===== config.mk =====
export PLATFORM = sky130hd
export DESIGN_NAME = aqx_exec
export DESIGN_NICKNAME = d
export VERILOG_FILES = /design/src/pkg/aqx_pkg.sv /design/src/rtl/aqx_exec.sv
export SDC_FILE = /design/constraint.sdc
export NUM_CORES = 1
export LEC_CHECK = 0
export BUFFER_PORTS_ARGS = -buffer_cell sky130_fd_sc_hd__buf_2
export CORE_MARGIN = 5
export CORE_UTILIZATION = 30
export CTS_CLUSTER_DIAMETER = 60
export CTS_CLUSTER_SIZE = 8
export DETAILED_ROUTE_END_ITERATION = 8
export GPL_TIMING_DRIVEN = 0
export SLEW_MARGIN = 0
export SYNTH_ARGS = -nofsm -noshare
export SYNTH_HDL_FRONTEND = slang
export SYNTH_SLANG_ARGS = --single-unit

===== constraint.sdc =====
create_clock -name MCLK_I -period 7.2 [get_ports MCLK_I]
set_clock_uncertainty 0.1 [all_clocks]
set_input_delay 1.8 -clock MCLK_I [delete_from_list [all_inputs] [get_ports MCLK_I]]
set_output_delay 1.8 -clock MCLK_I [all_outputs]
set_load 0.05 [all_outputs]

===== src/pkg/aqx_pkg.sv =====
// constants, types and field layout for the add/quick/extend/and execute block
// What this block does
// - immediate add operand: byte low of word, word whole, long next two words
// - immediate add destination must be data alterable; An, immediate, PC-relative invalid
// - quick add adds a constant one to eight, size byte, word or long
// - quick add three-bit field: zero means eight, one to seven used directly
// - quick add to An: word/long only, full 32 bits, flags untouched
// - quick add destination must be alterable; immediate and PC-relative invalid
// - size field 00 byte, 01 word, 10 long
// - quick add flags: C carry, V overflow, N sign, Z zero, X copies C
// - add with extend sums source, destination and X, all three sizes
// - add with extend: Z cleared if nonzero else kept; C V N follow; X=C
// - add with extend mode bit: 0 register to register, 1 predecrement memory
// - add with extend: bits 11-9 destination, bits 2-0 source register
// - logical and: N msb, Z zero, V and C cleared, X unchanged
// - and opmode 000/001/010 to register, 100/101/110 to effective address
package aqx_pkg;
  // ----------------------------------------------------------------
  // register map
  // ----------------------------------------------------------------
  localparam logic [7:0] OFF_CTRL = 8'h00;
  localparam logic [7:0] OFF_OPCODE = 8'h04;
  localparam logic [7:0] OFF_EXT0 = 8'h08;
  localparam logic [7:0] OFF_EXT1 = 8'h0c;
  localparam logic [7:0] OFF_SRC = 8'h10;
  localparam logic [7:0] OFF_DST = 8'h14;
  localparam logic [7:0] OFF_CCR = 8'h18;
  localparam logic [7:0] OFF_RESULT = 8'h1c;
  localparam logic [7:0] OFF_STATUS = 8'h20;
  localparam int CTRL_GO = 0;
  // ----------------------------------------------------------------
  // opcode fields
  // ----------------------------------------------------------------
  localparam logic [7:0] TOP_IMM_ADD = 8'h06;
  localparam logic [3:0] GRP_QUICK = 4'h5;
  localparam logic [3:0] GRP_AND = 4'hc;
  localparam logic [3:0] GRP_ADD_WITH_EXTEND = 4'hd;
  localparam logic [1:0] SZ_BYTE = 2'h0;
  localparam logic [1:0] SZ_WORD = 2'h1;
  localparam logic [1:0] SZ_LONG = 2'h2;
  localparam logic [1:0] SZ_BAD = 2'h3;
  localparam logic [2:0] MODE_DREG = 3'h0;
  localparam logic [2:0] MODE_AREG = 3'h1;
  localparam logic [2:0] MODE_EXT = 3'h7;
  localparam logic [2:0] REG_ABS_L = 3'h1;
  localparam logic [2:0] REG_IMM = 3'h4;
  localparam logic [2:0] QUICK_ZERO = 3'h0;
  localparam logic [31:0] QUICK_EIGHT = 32'h0000_0008;
  // ----------------------------------------------------------------
  // alignment shifts, msb of each size moved to bit 31
  // ----------------------------------------------------------------
  localparam logic [4:0] SH_BYTE = 5'h18;
  localparam logic [4:0] SH_WORD = 5'h10;
  localparam logic [4:0] SH_LONG = 5'h00;
  localparam logic [31:0] ALL_ONES = 32'hffff_ffff;
  localparam logic [31:0] ZERO32 = 32'h0000_0000;
  localparam logic [4:0] CCR_RESET = 5'h00;

  typedef enum logic [2:0] {OP_NONE, OP_IMM_ADD, OP_QUICK_ADD, OP_ADD_WITH_EXTEND, OP_AND} aqx_op_t;
  typedef enum logic {ST_IDLE, ST_EXEC} aqx_state_t;
  typedef struct packed {
    logic x;
    logic n;
    logic z;
    logic v;
    logic c;
  } aqx_ccr_t;
  typedef struct packed {
    logic [1:0] size;
    logic [2:0] src_num;
    logic [2:0] dst_num;
    logic to_ea;
    logic predec;
    logic to_areg;
    aqx_op_t op;
    logic done;
    logic valid;
  } aqx_stat_t;
endpackage


===== src/rtl/aqx_exec.sv =====
// execute block for immediate add, quick add, add with extend and logical and
`timescale 1ns/10ps
`default_nettype none
module aqx_exec (
  // clock and reset
  input wire logic MCLK_I,
  input wire logic ARST_N_I,
  // apb slave
  input wire logic PSEL_I,
  input wire logic PENABLE_I,
  input wire logic PWRITE_I,
  input wire logic [7:0] PADDR_I,
  input wire logic [31:0] PWDATA_I,
  output logic [31:0] PRDATA_O,
  output logic PREADY_O,
  output logic PSLVERR_O
);

  // ----------------------------------------------------------------
  // state
  // ----------------------------------------------------------------
  logic [15:0] opcode_r;
  logic [15:0] ext0_r;
  logic [15:0] ext1_r;
  logic [31:0] src_r;
  logic [31:0] dst_r;
  logic [31:0] result_r;
  aqx_pkg::aqx_ccr_t ccr_r;
  aqx_pkg::aqx_stat_t stat_r;
  aqx_pkg::aqx_state_t state_r;
  aqx_pkg::aqx_state_t state_nxt;
  logic pready_r;
  logic pslverr_r;
  logic [31:0] prdata_r;

  // ----------------------------------------------------------------
  // apb decode
  // ----------------------------------------------------------------
  // one wait state: the answer is registered so every output is a flop
  wire logic acc = PSEL_I & PENABLE_I;
  wire logic first = acc & ~pready_r;
  wire logic fin = acc & pready_r;
  wire logic sel_ctrl = PADDR_I == aqx_pkg::OFF_CTRL;
  wire logic sel_opc = PADDR_I == aqx_pkg::OFF_OPCODE;
  wire logic sel_ext0 = PADDR_I == aqx_pkg::OFF_EXT0;
  wire logic sel_ext1 = PADDR_I == aqx_pkg::OFF_EXT1;
  wire logic sel_src = PADDR_I == aqx_pkg::OFF_SRC;
  wire logic sel_dst = PADDR_I == aqx_pkg::OFF_DST;
  wire logic sel_ccr = PADDR_I == aqx_pkg::OFF_CCR;
  wire logic sel_res = PADDR_I == aqx_pkg::OFF_RESULT;
  wire logic sel_stat = PADDR_I == aqx_pkg::OFF_STATUS;
  wire logic hit = sel_ctrl | sel_opc | sel_ext0 | sel_ext1 | sel_src | sel_dst | sel_ccr
                   | sel_res | sel_stat;
  wire logic wr = fin & PWRITE_I & hit;
  wire logic go = wr & sel_ctrl & PWDATA_I[aqx_pkg::CTRL_GO];
  wire logic [31:0] rd_mux = sel_opc ? {16'h0000, opcode_r} :
                             sel_ext0 ? {16'h0000, ext0_r} :
                             sel_ext1 ? {16'h0000, ext1_r} :
                             sel_src ? src_r :
                             sel_dst ? dst_r :
                             sel_ccr ? {27'h0, ccr_r} :
                             sel_res ? result_r :
                             sel_stat ? {16'h0000, stat_r} : aqx_pkg::ZERO32;

  // ----------------------------------------------------------------
  // instruction decode
  // ----------------------------------------------------------------
  wire logic [3:0] grp = opcode_r[15:12];
  wire logic [2:0] ea_mode = opcode_r[5:3];
  wire logic [2:0] ea_reg = opcode_r[2:0];
  wire logic [2:0] reg_hi = opcode_r[11:9];
  wire logic [2:0] opmode = opcode_r[8:6];
  wire logic [1:0] sz_field = opcode_r[7:6];
  wire logic sz_ok = sz_field != aqx_pkg::SZ_BAD;
  wire logic abs_ok = (ea_mode == aqx_pkg::MODE_EXT) & (ea_reg <= aqx_pkg::REG_ABS_L);
  // memory alterable: register-indirect family or absolute short/long
  wire logic mem_alt = ((ea_mode != aqx_pkg::MODE_DREG) & (ea_mode != aqx_pkg::MODE_AREG)
                        & (ea_mode != aqx_pkg::MODE_EXT)) | abs_ok;
  wire logic data_alt = mem_alt | (ea_mode == aqx_pkg::MODE_DREG);
  wire logic data_src = (ea_mode != aqx_pkg::MODE_AREG)
                        & ~((ea_mode == aqx_pkg::MODE_EXT) & (ea_reg > aqx_pkg::REG_IMM));
  wire logic is_imm = opcode_r[15:8] == aqx_pkg::TOP_IMM_ADD;
  wire logic is_quick = (grp == aqx_pkg::GRP_QUICK) & ~opcode_r[8];
  wire logic is_add_with_extend = (grp == aqx_pkg::GRP_ADD_WITH_EXTEND) & opcode_r[8] & (opcode_r[5:4] == 2'b00);
  wire logic is_and = grp == aqx_pkg::GRP_AND;
  wire logic and_to_ea = opmode[2];
  wire logic quick_areg = is_quick & (ea_mode == aqx_pkg::MODE_AREG);
  wire logic imm_ok = is_imm & sz_ok & data_alt;
  // address register only as word or long, all else alterable
  wire logic quick_ok = is_quick & sz_ok & (data_alt | (quick_areg & (sz_field != aqx_pkg::SZ_BYTE)));
  wire logic add_with_extend_ok = is_add_with_extend & sz_ok;
  wire logic and_ok = is_and & (opmode[1:0] != aqx_pkg::SZ_BAD)
                      & (and_to_ea ? mem_alt : data_src);
  wire logic dec_ok = imm_ok | quick_ok | add_with_extend_ok | and_ok;
  wire logic [1:0] size = is_and ? opmode[1:0] : sz_field;
  wire aqx_pkg::aqx_op_t op = imm_ok ? aqx_pkg::OP_IMM_ADD :
                              quick_ok ? aqx_pkg::OP_QUICK_ADD :
                              add_with_extend_ok ? aqx_pkg::OP_ADD_WITH_EXTEND :
                              and_ok ? aqx_pkg::OP_AND : aqx_pkg::OP_NONE;
  // extend add: destination in bits 11-9, source in bits 2-0
  wire logic [2:0] dst_num = (is_add_with_extend | (is_and & ~and_to_ea)) ? reg_hi : ea_reg;
  wire logic [2:0] src_num = (is_and & and_to_ea) ? reg_hi : ea_reg;
  wire logic predec = is_add_with_extend & opcode_r[3];

  // ----------------------------------------------------------------
  // operands
  // ----------------------------------------------------------------
  wire logic [31:0] imm_val = (sz_field == aqx_pkg::SZ_BYTE) ? {24'h000000, ext0_r[7:0]} :
                              (sz_field == aqx_pkg::SZ_WORD) ? {16'h0000, ext0_r} :
                              {ext0_r, ext1_r};
  wire logic [31:0] quick_val = (reg_hi == aqx_pkg::QUICK_ZERO) ? aqx_pkg::QUICK_EIGHT
                                : {29'h0, reg_hi};
  wire logic [31:0] op_a = is_imm ? imm_val : is_quick ? quick_val : src_r;
  wire logic [31:0] op_b = dst_r;
  wire logic cin = is_add_with_extend & ccr_r.x;
  wire logic [4:0] sh = (size == aqx_pkg::SZ_BYTE) ? aqx_pkg::SH_BYTE :
                        (size == aqx_pkg::SZ_WORD) ? aqx_pkg::SH_WORD : aqx_pkg::SH_LONG;

  // ----------------------------------------------------------------
  // arithmetic
  // ----------------------------------------------------------------
  // operands are left-aligned so one 32-bit adder gives carry and
  // overflow for every size without per-size carry taps
  wire logic [31:0] a_al = op_a << sh;
  wire logic [31:0] b_al = op_b << sh;
  wire logic [31:0] c_al = {31'h0, cin} << sh;
  wire logic [32:0] sum = {1'b0, a_al} + {1'b0, b_al} + {1'b0, c_al};
  wire logic [31:0] and_al = a_al & b_al;
  wire logic [31:0] res_al = is_and ? and_al : sum[31:0];
  wire logic [31:0] size_mask = aqx_pkg::ALL_ONES >> sh;
  wire logic [31:0] res_low = res_al >> sh;
  // a sized write into a register keeps its upper bits
  wire logic [31:0] merged = (op_b & ~size_mask) | (res_low & size_mask);
  wire logic [31:0] full_sum = op_b + op_a;
  wire logic [31:0] result_nxt = quick_areg ? full_sum : merged;
  wire logic res_zero = res_al == aqx_pkg::ZERO32;
  wire logic add_v = (a_al[31] == b_al[31]) & (res_al[31] != a_al[31]);
  wire logic add_c = sum[32];

  // ----------------------------------------------------------------
  // condition codes
  // ----------------------------------------------------------------
  aqx_pkg::aqx_ccr_t ccr_nxt;
  always_comb begin
    ccr_nxt = ccr_r;
    case (op)
      aqx_pkg::OP_IMM_ADD: begin
        ccr_nxt = '{x: add_c, n: res_al[31], z: res_zero, v: add_v, c: add_c};
      end
      aqx_pkg::OP_QUICK_ADD: begin
        if (!quick_areg) begin
          ccr_nxt = '{x: add_c, n: res_al[31], z: res_zero, v: add_v, c: add_c};
        end
      end
      aqx_pkg::OP_ADD_WITH_EXTEND: begin
        // zero only ever clears, so a chain of words tests zero as a whole
        ccr_nxt = '{x: add_c, n: res_al[31], z: ccr_r.z & res_zero, v: add_v, c: add_c};
      end
      aqx_pkg::OP_AND: begin
        ccr_nxt = '{x: ccr_r.x, n: res_al[31], z: res_zero, v: 1'b0, c: 1'b0};
      end
      default: begin
        ccr_nxt = ccr_r;
      end
    endcase
  end

  // ----------------------------------------------------------------
  // sequencing
  // ----------------------------------------------------------------
  always_comb begin
    case (state_r)
      aqx_pkg::ST_IDLE: state_nxt = go ? aqx_pkg::ST_EXEC : aqx_pkg::ST_IDLE;
      aqx_pkg::ST_EXEC: state_nxt = aqx_pkg::ST_IDLE;
      default: state_nxt = aqx_pkg::ST_IDLE;
    endcase
  end
  wire logic exec = state_r == aqx_pkg::ST_EXEC;
  wire logic commit = exec & dec_ok;

  aqx_pkg::aqx_stat_t stat_nxt;
  always_comb begin
    stat_nxt = stat_r;
    if (exec) begin
      stat_nxt.valid = dec_ok;
      stat_nxt.done = 1'b1;
      stat_nxt.op = op;
      stat_nxt.to_areg = quick_areg & dec_ok;
      stat_nxt.predec = predec;
      stat_nxt.to_ea = (is_and & and_to_ea) | ((is_imm | is_quick) & ~quick_areg
                       & (ea_mode != aqx_pkg::MODE_DREG));
      stat_nxt.dst_num = dst_num;
      stat_nxt.src_num = src_num;
      stat_nxt.size = size;
    end else if (go) begin
      stat_nxt.done = 1'b0;
    end
  end

  // ----------------------------------------------------------------
  // registers
  // ----------------------------------------------------------------
  always_ff @(posedge MCLK_I or negedge ARST_N_I) begin
    if (!ARST_N_I) begin
      pready_r <= 1'b0;
      pslverr_r <= 1'b0;
      prdata_r <= aqx_pkg::ZERO32;
      state_r <= aqx_pkg::ST_IDLE;
      stat_r <= '0;
    end else begin
      pready_r <= first;
      pslverr_r <= first & ~hit;
      prdata_r <= (first & ~PWRITE_I) ? rd_mux : prdata_r;
      state_r <= state_nxt;
      stat_r <= stat_nxt;
    end
  end

  always_ff @(posedge MCLK_I or negedge ARST_N_I) begin
    if (!ARST_N_I) begin
      opcode_r <= 16'h0000;
      ext0_r <= 16'h0000;
      ext1_r <= 16'h0000;
      src_r <= aqx_pkg::ZERO32;
    end else begin
      opcode_r <= (wr & sel_opc) ? PWDATA_I[15:0] : opcode_r;
      ext0_r <= (wr & sel_ext0) ? PWDATA_I[15:0] : ext0_r;
      ext1_r <= (wr & sel_ext1) ? PWDATA_I[15:0] : ext1_r;
      src_r <= (wr & sel_src) ? PWDATA_I : src_r;
    end
  end

  // execution wins over a software write landing in the same cycle
  always_ff @(posedge MCLK_I or negedge ARST_N_I) begin
    if (!ARST_N_I) begin
      dst_r <= aqx_pkg::ZERO32;
      result_r <= aqx_pkg::ZERO32;
      ccr_r <= aqx_pkg::CCR_RESET;
    end else begin
      dst_r <= (wr & sel_dst) ? PWDATA_I : dst_r;
      result_r <= commit ? result_nxt : result_r;
      if (commit) begin
        ccr_r <= ccr_nxt;
      end else if (wr & sel_ccr) begin
        ccr_r <= PWDATA_I[4:0];
      end
    end
  end

  // ----------------------------------------------------------------
  // outputs
  // ----------------------------------------------------------------
  assign PRDATA_O = prdata_r;
  assign PREADY_O = pready_r;
  assign PSLVERR_O = pslverr_r;

endmodule // aqx_exec
`default_nettype wire


# Word level (Yosys, flattened, before mapping)
# Index checks and enable logic that the tools add are counted.
# op_classes
muxes,32
n_reduce_logical,12
magnitude_cmp,2
shift,5
eq_ne,28
n_addsub,3
bitwise_logic,71
# op_table
op,n
$mux 32,13
$and 32x32->32,3
$shl 32x5->32,2
$and 1x1->1,42
$add 32x32->33,1
$add 33x32->33,1
$add 32x32->32,1
$eq 8x5->1 const B,4
$logic_not 32->1,1
$not 32->32,1
$or 32x32->32,1
$shl 1x5->32,1
$shr 32x5->32,1
$shr 32x5->32 const A,1
$mux 5,5
$pmux 5 s4,1
$mux 3,6
$or 1x1->1,17
$eq 8x3->1 const B,2
$eq 8x4->1 const B,2
$mux 16,1
$eq 4x4->1 const B,2
$eq 8x6->1 const B,1
$logic_not 8->1,1
24 further kinds,42
# totals
out_inout_bits,34
in_bits,45
register_bits,200

# Logic depth before layout (Yosys ltp)
# logic_depth
word_depth,14
depth_mapped,24
ltp_nobuf,20

# Worst setup path before layout
# No wires, ideal clock.
# synth_timing
path_kind,flip-flop to flip-flop
start,register opcode_r[13]
end,register ccr_r[2] (netlist bit)
t_required_ns,7.034
slack_ns,1.805
n_path_buf,2
arrival_ns,5.229
stages_incl_launch_ff,22
cell_sequence,dfrtp_1 > nor4b_1 > and4b_1 > buf_2 > nor2_1 > clkbuf_1 > a221oi_1 > and2_1 > ha_1 > ha_1 > fa_1 > a211oi_1 > o211ai_1 > nand3b_1 > nand2_1 > o41ai_1 > xnor2_1 > mux2i_1 > nor4bb_1 > nand4_1 > or4_1 > nand2_1
# synth_between
elab_chain_cells,12
word_cells_on_any_way,47
cone_classes,2 x add/sub; 10 x eq/ne; 2 x shift; 10 x mux; 20 x bitwise; 3 x reduce/logical
# synth_lines
element,line_no,rtl
"start, declared",aqx_exec.sv:22,logic [15:0] opcode_r;
"start signal, assigned",aqx_exec.sv:226,opcode_r <= (wr & sel_opc) ? PWDATA_I[15:0] : opcode_r;
$eq 4x3->1,aqx_exec.sv:83,wire logic is_quick = (grp == aqx_pkg::GRP_QUICK) & ~opcode_r[8];
$and 1x1->1,aqx_exec.sv:83,
$mux 32 / $and 1x1->1 (equally long branches),"aqx_exec.sv:113, aqx_exec.sv:87",
$mux 32 / $and 1x1->1 (equally long branches),"aqx_exec.sv:113, aqx_exec.sv:90",
$shl 32x5->32 / $or 1x1->1 (equally long branches),"aqx_exec.sv:124, aqx_exec.sv:90",
$add 32x32->33 / $and 1x1->1 (equally long branches),"aqx_exec.sv:127, aqx_exec.sv:90",
$add 33x32->33 / $or 1x1->1 (equally long branches),"aqx_exec.sv:127, aqx_exec.sv:94",
$mux 32 / $or 1x1->1 (equally long branches),"aqx_exec.sv:129, aqx_exec.sv:94",
$logic_not 32->1 / $or 1x1->1 (equally long branches),"aqx_exec.sv:136, aqx_exec.sv:94",
"$and 1x1->1, or another cell as far along",aqx_exec.sv:157,"ccr_nxt = '{x: add_c, n: res_al[31], z: ccr_r.z & res_zero, v: add_v, c: add_c};"
"$pmux 5 s4, or another cell as far along",aqx_exec.sv:146,case (op)
$mux 5 / $reduce_and 3->1 (equally long branches),--,
"end signal, assigned",aqx_exec.sv:238,ccr_r <= aqx_pkg::CCR_RESET;
"end signal, assigned",aqx_exec.sv:243,ccr_r <= ccr_nxt;
"end signal, assigned",aqx_exec.sv:245,ccr_r <= PWDATA_I[4:0];
"end, declared",aqx_exec.sv:28,aqx_pkg::aqx_ccr_t ccr_r;
# Several ways; a longest one is shown, not always the timed one. The select of a mux whose other input is x is not followed.
# A chain may end at the register's enable or synchronous reset.

# Worst setup path in the final report
# layout_timing
start,register opcode_r[11]
end,register ccr_r[2] (netlist bit)
# layout_between
elab_chain_cells,12
word_cells_on_any_way,30
cone_classes,2 x add/sub; 7 x eq/ne; 1 x shift; 8 x mux; 8 x bitwise; 4 x reduce/logical
# layout_lines
element,line_no,rtl
$logic_not 3->1,aqx_exec.sv:111,wire logic [31:0] quick_val = (reg_hi == aqx_pkg::QUICK_ZERO) ? aqx_pkg::QUICK_EIGHT
$mux 4,aqx_exec.sv:111,
$mux 32 (2 in series),aqx_exec.sv:113,wire logic [31:0] op_a = is_imm ? imm_val : is_quick ? quick_val : src_r;
$shl 32x5->32,aqx_exec.sv:124,wire logic [31:0] a_al = op_a << sh;
$add 32x32->33,aqx_exec.sv:127,"wire logic [32:0] sum = {1'b0, a_al} + {1'b0, b_al} + {1'b0, c_al};"
$add 33x32->33,aqx_exec.sv:127,
$mux 32,aqx_exec.sv:129,wire logic [31:0] res_al = is_and ? and_al : sum[31:0];
$logic_not 32->1,aqx_exec.sv:136,wire logic res_zero = res_al == aqx_pkg::ZERO32;
$and 1x1->1 / $mux 5 (equally long branches),"aqx_exec.sv:157, aqx_exec.sv:151",
$pmux 5 s4,aqx_exec.sv:146,
$mux 5,aqx_exec.sv:242,if (commit) begin
# Several ways; a longest one is shown, not always the timed one. The select of a mux whose other input is x is not followed.

==> results.yml <==
status:
  outcome: "finished, violations left"
  violations: "setup timing"
global_routing:
  grt_pass1_vias: 13500
  grt.busiest_layer: "met2"
  grt_util_met3: 0.0468
  antenna_found_initial: 3
  grt_use_total: 0.242
  grt_pass1_wl_mm: 94.9
  grt_overflow: 0
  grt_max_degree: 108
  use_met2: 0.366
  use_met1: 0.335
power:
  power.total_mw: 2.26
  p_int_mw: 1.68
  p_clk_frac: 0.450
  pwr-share-seq: 0.502
  p_leak_nw: 7.82
  power_density_nw_per_um2: 138
  switchingPower_uw: 574
  swShare: 0.254
  ir_drop_mv: 0.129
  comb_power_share: 0.047
cells_and_area:
  area_growth_syn_to_layout_pct: 12.8
  design_area_sq_um: 16400
  layout_common_cells: "200 x dfrtp_1, 175 x nand2_1, 138 x a21oi_1, 129 x mux2_2, 125 x o21ai_0"
  drive_above_1_share: 0.159
  nets: 1847
  final_common_cell: "dfrtp_1"
timing:
  period_share: 1.02
  rsz0062_at_grt: "yes"
  final_hold_viol_count: 0
  worstMarginPinSlew_ps: 1450
  layout_min_cycle_time_ps: 7320
  slew_headroom: 0.0242
  max_freq_mhz: 137
  maxSlewViolCount: 0
  worst_slack_ps: -116
  finalSetupViolCount: 1
drt:
  routedWlPerCell_microns: 28.1
  first_iter_violations: 1602
  via_per_inst: 5.99
  drcViolationCount: 0
  drt_wl_total_mm: 65.6
  via_count: 14000
  drtPass1Iterations: 8
  postRouteAntennaNets: 0
cts:
  worst_skew_pair.late_latency_ps: 480
  ctsLongestPathBuffers: 2
  clock-sinks: 200
  clock-root-buffer: "clkbuf_16"
  path_clk_slew_ps: 80
  cts_tree: "done"
  cts_inserted_buffers: 17
  cts_max_level: 4
yosys:
  syn_area_sq_um: 14500
  synth.avg_cell_area_sq_um: 9.07
  ys.flop_type: "dfrtp_1"
  async_flop_share: 1.00
  yosysUniqueCellTypes: 75
  ys_seq_area_frac: 0.344
  syn_nets: 1748
  synthCells: 1603
  yosys_warnings: 0
  synth-edff-count: 0
  synth_seq_cells: 200
hold_path:
  hold_depth: 2
  hold_end: "PRDATA_O[16]$_DFFE_PN0P_"
  hold_path.class: "reg2reg"
  min-delay-start: "PRDATA_O[16]$_DFFE_PN0P_"
critical_path:
  startpoint: "opcode_r[11]$_DFFE_PN0P_"
  required_ps: 7510
  r2r_slack_ps: -120
  start_kind: "flop"
  arrival_ps: 7630
  rr_endpoint: "ccr_r[2]$_DFFE_PN0P_"
  path_class: "reg2reg"
  worstRegToRegCells: 22
  r2r_start: "opcode_r[11]$_DFFE_PN0P_"
  cp-end-kind: "flop"
  cp_max_fo: 10
floorplanning:
  num_rows: 80
  die_h_microns: 230
  die_width_microns: 230
  coreArea_sq_um: 47800
  io-pin-count: 79
  dieArea_sq_um: 53000
  start_util: 0.304
placed_design:
  io_buffers: 77
  gp_congestion: 0.985
  place_area_sq_um: 15700
  dp_hpwl_mm: 52.0
job:
  max-cap-violations: 0
==> through the flow <==
stage,setup TNS [ps],instances,hold slack [ps],setup WS [ps],util
floorplan,0,1603,349,1800,-
global placement,-4300,2295,362,-700,0.328
detailed placement,-1510,2298,364,-489,0.329
CTS,0,2330,381,67.9,0.342
global route,-219,2330,403,-164,0.343
finish,-116,2332,375,-116,0.343
==> cells in the mapped netlist, types with 16 or more instances <==
library cell | n | share of area
dfrtp_1 | 200 | 0.34
nand2_1 | 175 | 0.045
a21oi_1 | 138 | 0.047
mux2_2 | 129 | 0.10
o21ai_0 | 128 | 0.044
nor2_1 | 125 | 0.032
ha_1 | 94 | 0.081
clkbuf_1 | 76 | 0.020
mux2i_1 | 46 | 0.032
a22o_1 | 45 | 0.027
and2_1 | 33 | 0.014
inv_1 | 32 | 0.0083
xnor2_1 | 29 | 0.017
a21o_1 | 25 | 0.013
xor2_1 | 24 | 0.014
a211oi_1 | 22 | 0.011
nand3_1 | 20 | 0.0069
o211ai_1 | 17 | 0.0088
a221oi_1 | 16 | 0.0096
a222oi_1 | 16 | 0.011
==> final cells by class <==
type                    count  area, sq um
clock buffers              17          425
multi-input cells        1276         9090
fillers                  4990        31400
well taps                 615          769
plain buffers              95          368
clock inverters            15          183
repair buffers             80          435
flip-flops and latches    200         5000
inverters                  32          120
diodes                      2         5.00
==> kinds of logic (layout without fill, tap and decap cells) <==
kind of cell,Yosys count,count (layout),share of synthesized area
AO/OA/AOI/OAI,517,517,0.235
buffers and inverters,127,239,0.0331
multiplexers,175,175,0.132
adder cells (fa/ha/maj),100,100,0.0891
flip-flops,200,200,0.344
other,1,3,0.000258
XOR/XNOR,53,53,0.0319
AND/OR/NAND/NOR,430,430,0.135
==> power by group through the flow <==
| stage | Combinational (mW) | Clock, mW | Sequential [mW] |
|---|---|---|---|
| after floorplan | 0.0311 | 0 | 1.16 |
| after global placement | 0.103 | 0 | 1.16 |
| after detailed placement | 0.107 | 0 | 1.16 |
| after CTS | 0.107 | 1.03 | 1.13 |
| after global routing | 0.117 | 1.07 | 1.13 |
| final | 0.107 | 1.02 | 1.13 |
==> worst max-delay path: stages (launching register included) <==
cell and delay [ps]:
dfrtp_1 570, nor4b_1 400, and4b_1 230, buf_2 230
nor2_1 120, clkbuf_2 270, buf_2 300, nand2_1 100
o21ai_0 500, and2_1 410, ha_1 300, ha_1 360
o21ai_0 150, o211ai_1 370, nand2_1 170, o221a_2 310
xnor2_1 130, mux2i_1 400, o211ai_1 190, a2111oi_2 620
nand4_1 190, or4_1 690, nand2_1 120
==> worst max path at each step <==
stage | slack [ps] | endpoint | cells after the start
after floorplan | 1800 | ccr_r[2]$_DFFE_PN0P_ | 21
after global placement | -700 | ccr_r[2]$_DFFE_PN0P_ | 21
after detailed placement | -490 | ccr_r[1]$_DFFE_PN0P_ | 24
after CTS | 70 | ccr_r[2]$_DFFE_PN0P_ | 20
after global routing | -160 | ccr_r[2]$_DFFE_PN0P_ | 22
final | -120 | ccr_r[2]$_DFFE_PN0P_ | 22
==> repair_timing <==
item	4_1_cts	5_1_grt
setup buffers	0	0
setup endpoints to repair	10	12
gates resized for setup	7	11
hold buffers	0	0
==> state kept, by name (all words and copies together) (netlist names) <==
signal,cells
PRDATA_O,32
dst_r,32
result_r,32
src_r,32
ext0_r,16
ext1_r,16
opcode_r,16
stat_r,16
ccr_r,5
PREADY_O,1
PSLVERR_O,1
exec,1
==> per-layer routing <==
layer | vias up | wire length (microns) | share of wire
li1 | 6180 | - | -
met1 | 6982 | 28500 | 0.43
met2 | 691 | 29000 | 0.44
met3 | 112 | 5320 | 0.081
met4 | 2 | 2760 | 0.042
met5 | - | 13 | 0.00020
Power figures use the tool's default switching activity.
